--- src/logic/adcc_pkg.sv ---
`default_nettype none
package adcc_pkg;
   // -------------------------------------------------------------
   // Register map (byte addresses)
   // -------------------------------------------------------------
   localparam int ADDR_W = 8;
   localparam logic [7:0] OFF_SC1 = 8'h00;
   localparam logic [7:0] OFF_SC2 = 8'h04;
   localparam logic [7:0] OFF_RH = 8'h08;
   localparam logic [7:0] OFF_RL = 8'h0c;
   localparam logic [7:0] OFF_CVH = 8'h10;
   localparam logic [7:0] OFF_CVL = 8'h14;
   localparam logic [7:0] OFF_CFG = 8'h18;
   localparam logic [7:0] OFF_PCL = 8'h1c;
   localparam logic [7:0] OFF_PCM = 8'h20;
   localparam logic [7:0] OFF_PCT = 8'h24;
   // -------------------------------------------------------------
   // Field positions
   // -------------------------------------------------------------
   localparam int SC1_FLAG = 7;
   localparam int SC1_IEN = 6;
   localparam int SC1_CONT = 5;
   localparam int SC2_ACT = 7;
   localparam int SC2_TRG = 6;
   localparam int SC2_CMPE = 5;
   localparam int SC2_GT = 4;
   localparam int CFG_DIV = 5;
   localparam int CFG_MODE = 2;
   localparam int CFG_CLK = 0;
   // -------------------------------------------------------------
   // Encodings and reset values
   // -------------------------------------------------------------
   localparam logic [4:0] CH_OFF = 5'h1f;
   localparam logic [1:0] CLK_BUS = 2'h0;
   localparam logic [1:0] CLK_HALF = 2'h1;
   localparam logic [1:0] CLK_ALT = 2'h2;
   localparam logic [1:0] CLK_ASYNC = 2'h3;
   localparam logic [1:0] MODE_8 = 2'h0;
   localparam logic [1:0] MODE_10 = 2'h2;
   localparam logic [7:0] PC_RESET = 8'h00;
   localparam logic [1:0] RESP_OKAY = 2'h0;
   localparam logic [1:0] RESP_SLVERR = 2'h2;
   // -------------------------------------------------------------
   // Converter sequencing
   // -------------------------------------------------------------
   localparam logic [3:0] RAW_MSB = 4'ha;
   localparam logic [3:0] STOP_10 = 4'h0;
   localparam logic [3:0] STOP_8 = 4'h2;
   localparam logic [10:0] CODE_FIRST = 11'h400;
   localparam logic [1:0] SETTLE = 2'h3;
   typedef enum logic [1:0] {
      ADCC_IDLE = 2'b00,
      ADCC_SAMPLE = 2'b01,
      ADCC_CONVERT = 2'b10
   } adcc_state_t;
endpackage
`default_nettype wire

--- src/logic/adcc_top.sv ---
`default_nettype none
// Function
// - Disabled in reset or channel all ones
// - Idle after single-conversion completion without new start
// - Raw result 11 bits, 9 in 8-bit
// - 10-bit mode rounds, splits high/low
// - 8-bit mode rounds into low only
// - Store, then set flag, interrupt if enabled
// - Compare active only when compare enabled
// - Four selectable converter clock sources
// - Source codes: bus, half, alternate, async
// - Source resets to plain bus clock
// - Halved source with divider reaches 16
// - Internal async clock generated when selected and channel not all ones
// - Divider ratios 1, 2, 4, 8
// - Divide codes 00..11 map 1..8
// - Analog pin: driver off, pullup off
// - Analog pin: input off, reads zero
// - Middle register: channels 8 to 15
// - Top register: channels 16 to 23
// - Trigger rising edge starts when enabled
// - Edge during conversion is ignored
// - Continuous: only first edge counts
// - Trigger works in every mode
// - Mode selects 10/8 bit; SC2 trigger bit selects sw/hw start
// - Status write starts unless channel off or trigger enabled
module adcc_top #(
   parameter int ASYNC_DIV = 4,
   parameter int SAMPLE_TICKS = 3
) (
   input wire logic aclk,
   input wire logic aresetn,
   input wire logic [adcc_pkg::ADDR_W-1:0] awaddr,
   input wire logic awvalid,
   output logic awready,
   input wire logic [31:0] wdata,
   input wire logic [3:0] wstrb,
   input wire logic wvalid,
   output logic wready,
   output logic [1:0] bresp,
   output logic bvalid,
   input wire logic bready,
   input wire logic [adcc_pkg::ADDR_W-1:0] araddr,
   input wire logic arvalid,
   output logic arready,
   output logic [31:0] rdata,
   output logic [1:0] rresp,
   output logic rvalid,
   input wire logic rready,
   input wire logic cmp_above,
   input wire logic hw_trigger_input,
   input wire logic alternate_clock,
   input wire logic [23:0] port_pin_in,
   output logic [10:0] dac_code,
   output logic sample_hold,
   output logic converter_enable,
   output logic [4:0] channel_out,
   output logic async_clock_on,
   output logic conv_irq,
   output logic [23:0] pin_digital_off,
   output logic [23:0] port_read_value
);
   // -------------------------------------------------------------
   // Parameter checks
   // -------------------------------------------------------------
   if (ASYNC_DIV < 2 || ASYNC_DIV > 16 || SAMPLE_TICKS < 1 || SAMPLE_TICKS > 16) begin : g_chk
      $error("adcc_top: parameter out of range");
   end

   localparam logic [3:0] OSC_LAST = 4'(ASYNC_DIV - 1);
   localparam logic [3:0] SMP_LAST = 4'(SAMPLE_TICKS - 1);

   typedef struct packed {
      logic aw_ok;
      logic [adcc_pkg::ADDR_W-1:0] awa;
      logic w_ok;
      logic [7:0] wd;
      logic ws;
      logic awready;
      logic wready;
      logic bvalid;
      logic [1:0] bresp;
      logic arready;
      logic rvalid;
      logic [1:0] rresp;
      logic [31:0] rdata;
      logic flag;
      logic ien;
      logic cont;
      logic [4:0] ch;
      logic trg;
      logic cmpe;
      logic gt;
      logic [1:0] div;
      logic [1:0] mode;
      logic [1:0] clk;
      logic [1:0] cvh;
      logic [7:0] cvl;
      logic [1:0] rh;
      logic [7:0] rl;
      logic [23:0] pc;
      adcc_pkg::adcc_state_t st;
      logic [10:0] code;
      logic [3:0] pos;
      logic [3:0] scnt;
      logic [1:0] settle;
      logic half;
      logic [2:0] dcnt;
      logic [3:0] osc;
      logic alt1;
      logic alt2;
      logic alt3;
      logic hw1;
      logic hw2;
      logic hw3;
      logic cmp1;
      logic cmp2;
      logic [23:0] prt1;
      logic [23:0] prt2;
      logic [23:0] prd;
      logic [23:0] pdoff;
      logic irq;
      logic en;
      logic aon;
      logic samp;
   } adcc_s_t;

   adcc_s_t s_q;
   adcc_s_t s_d;
   logic wr_sc1, wr_abort, rd_rl, start, fin, set_flag;
   logic src_tick, converter_clock_tick, async_run, ten, hw_edge, cmp_ok;
   logic [2:0] dmask;
   logic [3:0] stop;
   logic [10:0] code_n;
   logic [9:0] r10, res, cv, val;
   logic [7:0] r8;

   // -------------------------------------------------------------
   // Next-state logic
   // -------------------------------------------------------------
   always_comb begin
      s_d = s_q;
      wr_sc1 = 1'b0;
      wr_abort = 1'b0;
      rd_rl = 1'b0;
      start = 1'b0;
      fin = 1'b0;
      set_flag = 1'b0;
      code_n = s_q.code;
      // Synchronisers for pin-side inputs
      s_d.alt1 = alternate_clock;
      s_d.alt2 = s_q.alt1;
      s_d.alt3 = s_q.alt2;
      s_d.hw1 = hw_trigger_input;
      s_d.hw2 = s_q.hw1;
      s_d.hw3 = s_q.hw2;
      s_d.cmp1 = cmp_above;
      s_d.cmp2 = s_q.cmp1;
      s_d.prt1 = port_pin_in;
      s_d.prt2 = s_q.prt1;
      hw_edge = s_q.hw2 && !s_q.hw3;

      // Write channel: address and data in either order
      if (awvalid && s_q.awready) begin
         s_d.aw_ok = 1'b1;
         s_d.awa = awaddr;
      end
      if (wvalid && s_q.wready) begin
         s_d.w_ok = 1'b1;
         s_d.wd = wdata[7:0];
         s_d.ws = wstrb[0];
      end
      if (s_q.bvalid && bready) begin
         s_d.bvalid = 1'b0;
      end
      if (s_q.aw_ok && s_q.w_ok && !s_q.bvalid) begin
         s_d.aw_ok = 1'b0;
         s_d.w_ok = 1'b0;
         s_d.bvalid = 1'b1;
         s_d.bresp = adcc_pkg::RESP_OKAY;
         case (s_q.awa)
            adcc_pkg::OFF_SC1: begin
               if (s_q.ws) begin
                  s_d.ien = s_q.wd[adcc_pkg::SC1_IEN];
                  s_d.cont = s_q.wd[adcc_pkg::SC1_CONT];
                  s_d.ch = s_q.wd[4:0];
                  wr_sc1 = 1'b1;
               end
            end
            adcc_pkg::OFF_SC2: begin
               if (s_q.ws) begin
                  s_d.trg = s_q.wd[adcc_pkg::SC2_TRG];
                  s_d.cmpe = s_q.wd[adcc_pkg::SC2_CMPE];
                  s_d.gt = s_q.wd[adcc_pkg::SC2_GT];
                  wr_abort = 1'b1;
               end
            end
            adcc_pkg::OFF_CFG: begin
               if (s_q.ws) begin
                  s_d.div = s_q.wd[adcc_pkg::CFG_DIV +: 2];
                  s_d.mode = s_q.wd[adcc_pkg::CFG_MODE +: 2];
                  s_d.clk = s_q.wd[adcc_pkg::CFG_CLK +: 2];
                  wr_abort = 1'b1;
               end
            end
            adcc_pkg::OFF_CVH: begin
               if (s_q.ws) begin
                  s_d.cvh = s_q.wd[1:0];
                  wr_abort = 1'b1;
               end
            end
            adcc_pkg::OFF_CVL: begin
               if (s_q.ws) begin
                  s_d.cvl = s_q.wd;
                  wr_abort = 1'b1;
               end
            end
            adcc_pkg::OFF_PCL: if (s_q.ws) s_d.pc[7:0] = s_q.wd;
            adcc_pkg::OFF_PCM: if (s_q.ws) s_d.pc[15:8] = s_q.wd;
            adcc_pkg::OFF_PCT: if (s_q.ws) s_d.pc[23:16] = s_q.wd;
            adcc_pkg::OFF_RH, adcc_pkg::OFF_RL: begin
            end
            default: s_d.bresp = adcc_pkg::RESP_SLVERR;
         endcase
      end
      s_d.awready = !s_d.aw_ok && !s_d.bvalid;
      s_d.wready = !s_d.w_ok && !s_d.bvalid;

      // Read channel
      if (s_q.rvalid && rready) begin
         s_d.rvalid = 1'b0;
      end
      if (arvalid && s_q.arready) begin
         s_d.rvalid = 1'b1;
         s_d.rresp = adcc_pkg::RESP_OKAY;
         s_d.rdata = 32'h0;
         case (araddr)
            adcc_pkg::OFF_SC1: s_d.rdata[7:0] = {s_q.flag, s_q.ien, s_q.cont, s_q.ch};
            adcc_pkg::OFF_SC2: s_d.rdata[7:0] = {s_q.st != adcc_pkg::ADCC_IDLE, s_q.trg, s_q.cmpe, s_q.gt, 4'h0};
            adcc_pkg::OFF_RH: s_d.rdata[1:0] = s_q.rh;
            adcc_pkg::OFF_RL: begin
               s_d.rdata[7:0] = s_q.rl;
               rd_rl = 1'b1;
            end
            adcc_pkg::OFF_CVH: s_d.rdata[1:0] = s_q.cvh;
            adcc_pkg::OFF_CVL: s_d.rdata[7:0] = s_q.cvl;
            adcc_pkg::OFF_CFG: s_d.rdata[7:0] = {1'b0, s_q.div, 1'b0, s_q.mode, s_q.clk};
            adcc_pkg::OFF_PCL: s_d.rdata[7:0] = s_q.pc[7:0];
            adcc_pkg::OFF_PCM: s_d.rdata[7:0] = s_q.pc[15:8];
            adcc_pkg::OFF_PCT: s_d.rdata[7:0] = s_q.pc[23:16];
            default: s_d.rresp = adcc_pkg::RESP_SLVERR;
         endcase
      end
      s_d.arready = !s_d.rvalid;

      async_run = s_q.clk == adcc_pkg::CLK_ASYNC && s_q.ch != adcc_pkg::CH_OFF;
      s_d.aon = async_run;
      s_d.osc = (!async_run || s_q.osc == OSC_LAST) ? 4'h0 : s_q.osc + 4'h1;
      s_d.half = ~s_q.half;
      case (s_q.clk)
         adcc_pkg::CLK_BUS: src_tick = 1'b1;
         adcc_pkg::CLK_HALF: src_tick = s_q.half;
         adcc_pkg::CLK_ALT: src_tick = s_q.alt2 && !s_q.alt3;
         default: src_tick = async_run && s_q.osc == OSC_LAST;
      endcase
      // Divide by 1, 2, 4 or 8
      dmask = 3'((4'h1 << s_q.div) - 4'h1);
      converter_clock_tick = src_tick && ((s_q.dcnt & dmask) == dmask);
      if (src_tick) begin
         s_d.dcnt = s_q.dcnt + 3'h1;
      end

      ten = s_q.mode == adcc_pkg::MODE_10;
      stop = ten ? adcc_pkg::STOP_10 : adcc_pkg::STOP_8;
      s_d.settle = (s_q.settle == 2'h0) ? 2'h0 : s_q.settle - 2'h1;

      // Conversion sequence
      case (s_q.st)
         adcc_pkg::ADCC_IDLE: begin
            if (s_q.trg && hw_edge && s_q.ch != adcc_pkg::CH_OFF) begin
               start = 1'b1;
            end
         end
         adcc_pkg::ADCC_SAMPLE: begin
            if (converter_clock_tick) begin
               if (s_q.scnt == SMP_LAST) begin
                  s_d.st = adcc_pkg::ADCC_CONVERT;
                  s_d.pos = adcc_pkg::RAW_MSB;
                  s_d.code = adcc_pkg::CODE_FIRST;
                  s_d.settle = adcc_pkg::SETTLE;
               end else begin
                  s_d.scnt = s_q.scnt + 4'h1;
               end
            end
         end
         adcc_pkg::ADCC_CONVERT: begin
            if (converter_clock_tick && s_q.settle == 2'h0) begin
               // Keep or drop the trial bit
               if (!s_q.cmp2) begin
                  code_n[s_q.pos] = 1'b0;
               end
               if (s_q.pos == stop) begin
                  fin = 1'b1;
               end else begin
                  code_n[s_q.pos - 4'h1] = 1'b1;
                  s_d.pos = s_q.pos - 4'h1;
                  s_d.settle = adcc_pkg::SETTLE;
               end
               s_d.code = code_n;
            end
         end
         default: s_d.st = adcc_pkg::ADCC_IDLE;
      endcase
      // Rounding with saturation, on the decided code
      r10 = (code_n[10:1] == 10'h3ff) ? 10'h3ff : code_n[10:1] + {9'h0, code_n[0]};
      r8 = (code_n[10:3] == 8'hff) ? 8'hff : code_n[10:3] + {7'h0, code_n[2]};
      res = ten ? r10 : {2'h0, r8};
      cv = ten ? {s_q.cvh, s_q.cvl} : {2'h0, s_q.cvl};
      cmp_ok = !s_q.cmpe || (s_q.gt ? (res >= cv) : (res < cv));
      val = s_q.cmpe ? 10'(res - cv) : res;
      if (fin) begin
         if (cmp_ok) begin
            s_d.rh = ten ? val[9:8] : 2'h0;
            s_d.rl = val[7:0];
            set_flag = 1'b1;
         end
         // Single conversion falls back to idle
         s_d.st = s_q.cont ? adcc_pkg::ADCC_SAMPLE : adcc_pkg::ADCC_IDLE;
         s_d.scnt = 4'h0;
         s_d.code = 11'h0;
      end
      // Writes to SC1, SC2, CFG, CVH and CVL abort the conversion
      if (wr_sc1 || wr_abort) begin
         s_d.st = adcc_pkg::ADCC_IDLE;
         s_d.code = 11'h0;
      end
      if (wr_sc1 && !s_d.trg && s_d.ch != adcc_pkg::CH_OFF) begin
         start = 1'b1;
      end
      if (start) begin
         s_d.st = adcc_pkg::ADCC_SAMPLE;
         s_d.scnt = 4'h0;
         s_d.code = 11'h0;
      end
      // Channel all ones holds it off
      if (s_d.ch == adcc_pkg::CH_OFF) begin
         s_d.st = adcc_pkg::ADCC_IDLE;
         s_d.code = 11'h0;
      end
      if (wr_sc1 || rd_rl) begin
         s_d.flag = 1'b0;
      end
      if (set_flag) begin
         s_d.flag = 1'b1;
      end
      s_d.irq = s_d.flag && s_d.ien;
      s_d.en = s_d.st != adcc_pkg::ADCC_IDLE;
      s_d.samp = s_d.st == adcc_pkg::ADCC_SAMPLE;
      s_d.pdoff = s_q.pc;
      s_d.prd = s_q.prt2 & ~s_q.pc;
   end

   // -------------------------------------------------------------
   // State register
   // -------------------------------------------------------------
   always_ff @(posedge aclk) begin
      if (!aresetn) begin
         s_q <= '0;
         s_q.ch <= adcc_pkg::CH_OFF;
         s_q.clk <= adcc_pkg::CLK_BUS;
         s_q.pc <= {3{adcc_pkg::PC_RESET}};
         s_q.st <= adcc_pkg::ADCC_IDLE;
      end else begin
         s_q <= s_d;
      end
   end

   // Outputs straight from the state register
   assign awready = s_q.awready;
   assign wready = s_q.wready;
   assign bresp = s_q.bresp;
   assign bvalid = s_q.bvalid;
   assign arready = s_q.arready;
   assign rdata = s_q.rdata;
   assign rresp = s_q.rresp;
   assign rvalid = s_q.rvalid;
   assign dac_code = s_q.code;
   assign sample_hold = s_q.samp;
   assign converter_enable = s_q.en;
   assign channel_out = s_q.ch;
   assign async_clock_on = s_q.aon;
   assign conv_irq = s_q.irq;
   assign pin_digital_off = s_q.pdoff;
   assign port_read_value = s_q.prd;
endmodule
`default_nettype wire

--- config.mk ---
export PLATFORM = sky130hd
export DESIGN_NAME = adcc_top
export DESIGN_NICKNAME = d
export VERILOG_FILES = /design/src/logic/adcc_pkg.sv /design/src/logic/adcc_top.sv
export SDC_FILE = /design/constraint.sdc
export NUM_CORES = 1
export LEC_CHECK = 0
export BUFFER_PORTS_ARGS = -buffer_cell sky130_fd_sc_hd__buf_2
export CORE_AREA = 10 10 145 147
export CTS_BUF_LIST = sky130_fd_sc_hd__clkbuf_8 sky130_fd_sc_hd__clkbuf_16
export DETAILED_ROUTE_END_ITERATION = 6
export DIE_AREA = 0 0 155 157
export GPL_ROUTABILITY_DRIVEN = 0
export PLACE_DENSITY = 0.82
export SLEW_MARGIN = 20
export SYNTH_ARGS = -nofsm -noshare
export SYNTH_HDL_FRONTEND = slang
export SYNTH_SLANG_ARGS = --single-unit
--- constraint.sdc ---
create_clock -name aclk -period 9.37 [get_ports aclk]
set_input_delay 0.4685 -clock aclk [delete_from_list [all_inputs] [get_ports aclk]]
set_output_delay 0.4685 -clock aclk [all_outputs]
set_load 0.01 [all_outputs]
==> results.cfg <==
[run_status]
status = completed

[setup_path]
crit_path_max_fanout = 23
endpoint_kind = flip-flop
worstSetupStartpointType = flip-flop
worstPathArrival_ns = 7.25
worstSetupPathType = flip-flop to flip-flop
critPathRequiredTime_ns = 9.74

[pwr]
finalPower_mw = 2.13
power_switching_mw = 0.471
power_frac_seq = 0.485
vdd_ir_drop_max_mv = 0.162
intPower_mw = 1.66
p_leak_nw = 5.13
p_sw_frac = 0.221
clockPowerShare = 0.477
p_comb_frac = 0.038
powerDensity_nw_per_um2 = 182

[yosys]
yosys_warnings = 0
yosysMostFrequentCell = dfxtp_1
yosysTopAreaCell = dfxtp_1
syn_area_per_cell_sq_um = 8.76
synth_flop_cell = dfxtp_1
synth_area_leaders = dfxtp_1 44%, buf_4 7.1%, mux2i_1 5.2%
synth_cells = 1215
async_flop_share = 0
synth_top_area_frac = 0.440
synth-seq-area-share = 0.440
ys_types = 79
synth_common_cells = 234 x dfxtp_1, 132 x nand2_1, 126 x nor2_1
synth_area_sq_um = 10600
synth_edf_count = 0
synth_seq_cells = 234

[timing]
finalSetupViolCount = 0
drv_slew = 0
slew_headroom = 0.352
finClkSkew_ns = 0.0218
worst_slew_pin_slew_ns = 0.968
finalCritPeriodShare = 0.734
hold_viol = 0
rsz0062_at_grt = false
finalSetupTns_ns = 0
finalWorstSetupSlack_ns = 2.49
fin_crit_ns = 6.88
max_freq_mhz = 145

[place]
dp_cells = 1467
port_buffers = 141
place_ws_ns = 2.61
post-dp-hpwl_um = 19400
dpl_cell_area_sq_um = 10800

[grt]
grtUsageTotal = 0.212
antenna_found_initial = 0
grt_pass1_wl_um = 43000
grt_max_degree = 98
grt_pass1_vias = 8203
grt_overflow = 0

[routing]
wl_um = 27000
drt-wirelength-per-cell_um = 17.9
post-route-drc-count = 0
drtIter0Drc = 1052
vias = 8659
dr.pass1.iters = 7
via_per_inst = 5.73
ant_nets = 0

[floorplanning]
dieArea_sq_um = 24300
ios = 195
rows = 50
fp.dieH_um = 157
initial_utilization = 0.581
dieWidth_um = 155
core_sq_um = 18300

[clock_network]
clock-sinks = 234
postCtsSetupRepairBufs = 0
insertion_delay_ns = 0.53
cts.clk_slew.worst_paths_ns = 0.07
htree_levels = 1
cts_buffer_depth = 3
tritoncts = built
cts.repair.resized = 0
root_buffer = clkbuf_16
hold_buffers = 0
cts_made_buffers = 24

[cells_and_area]
layout-drive-gt1-share = 0.169
nets = 1374
area.sequential_sq_um = 4680
finalInstanceArea_sq_um = 11700
area_delta_synth_final_pct = 9.71
stdcell_count = 1511
antenna_cells = 0
multi_input_area_sq_um = 4960
num-fill-cells = 1478

[worst_hold_path]
hold_class = primary input to flip-flop

[flow_run]
maxCapViolations = 0
-- critical path: stages (launching register included) --
cell	delay [ns]
dfxtp_1	0.34
inv_1	0.10
ha_1	0.69
nand3_1	0.23
nor2_1	0.49
nand2_1	0.36
a21o_1	0.30
ha_1	0.27
nand3_1	0.11
a21oi_1	0.05
a41oi_2	0.29
nor3_1	0.15
xnor2_1	0.16
o22ai_1	0.18
inv_1	0.07
ha_1	0.35
a21o_1	0.21
a21o_1	0.19
a221oi_2	0.32
o21ai_1	0.14
a311o_1	0.38
a311oi_4	0.83
mux2_4	0.35
o31ai_1	0.08
a211oi_2	0.07
-- power by group through the flow --
stage          Combinational [mW]  Sequential, mW  Clock (mW)
3_3_place_gp               0.0765            1.05           0
2_1_floorplan              0.0662            1.05           0
3_5_place_dp               0.0783            1.05           0
4_1_cts                    0.0791            1.03        1.03
6_report                   0.0799            1.03        1.01
5_1_grt                    0.0898            1.03        1.06
-- cells by family (layout without fill, tap and decap cells) --
| logic type | after synthesis | in the layout | synth area share |
|---|---|---|---|
| buf+inv | 190 | 227 | 0.103 |
| compound gates | 215 | 215 | 0.135 |
| flops | 234 | 234 | 0.440 |
| other cells | 1 | 26 | 0.000352 |
| xor+xnor | 29 | 29 | 0.0246 |
| simple gates | 457 | 457 | 0.205 |
| fa+ha+maj | 29 | 29 | 0.0348 |
| mux | 60 | 60 | 0.0576 |
-- layout by cell type, fill, tap and decap left out, types with 24 or more instances in the layout --
| cell | netlist | routed |
|---|---|---|
| clkbuf_16 | 0 | 24 |
| mux2i_1 | 55 | 55 |
| dfxtp_1 | 234 | 234 |
| inv_1 | 36 | 37 |
| nand3_1 | 32 | 32 |
| buf_2 | 5 | 140 |
| conb_1 | 1 | 26 |
| nand2_1 | 132 | 132 |
| a21oi_1 | 71 | 71 |
| and2_1 | 82 | 82 |
| nor2_1 | 126 | 126 |
| o21ai_0 | 37 | 37 |
| ha_1 | 28 | 28 |
-- sequential cells by signal, summed over array words and instances, names as in the netlist --
register / flops
s_q: 98
s_d: 53
pin_digital_off: 24
port_read_value: 24
dac_code: 11
rdata: 8
channel_out: 5
arready: 1
async_clock_on: 1
awready: 1
bresp: 1
bvalid: 1
conv_irq: 1
converter_enable: 1
rresp: 1
rvalid: 1
sample_hold: 1
wready: 1
-- path summary, 6_finish.rpt --
check                      start  depth (start not counted)  slack, ns                 end
hold / removal    port_pin_in[8]                          2       0.14             s_d[60]
hold reg to reg          s_q[61]                          2       0.41  port_read_value[9]
setup reg to reg        s_q[137]                         24       2.49            s_q[172]
setup / recovery        s_q[137]                         24       2.49            s_q[172]
-- per-layer routing --
metal,track usage,up-vias,part of all wire
met3,0.0456,64,0.10
met4,0.0733,0,0.029
met2,0.344,456,0.46
met5,0,-,0
li1,-,4113,-
met1,0.274,4026,0.41
-- area by class of cell --
cell class	instances	share of cell area
multi-input cells	816	0.425
flip-flops and latches	234	0.401
inverters	38	0.0122
well taps	234	0.0251
clock buffers	27	0.0549
clock inverters	17	0.0189
repair buffers	145	0.0632
-- stage by stage --
stage / hold slack (ns) / utilization
after CTS: 0.127 / 0.637
after global routing: 0.135 / 0.637
final: 0.137 / 0.637
after global placement: 0.397 / 0.590
after floorplan: 0.393 / -
after detailed placement: 0.402 / 0.590
Power figures use the tool's default switching activity.
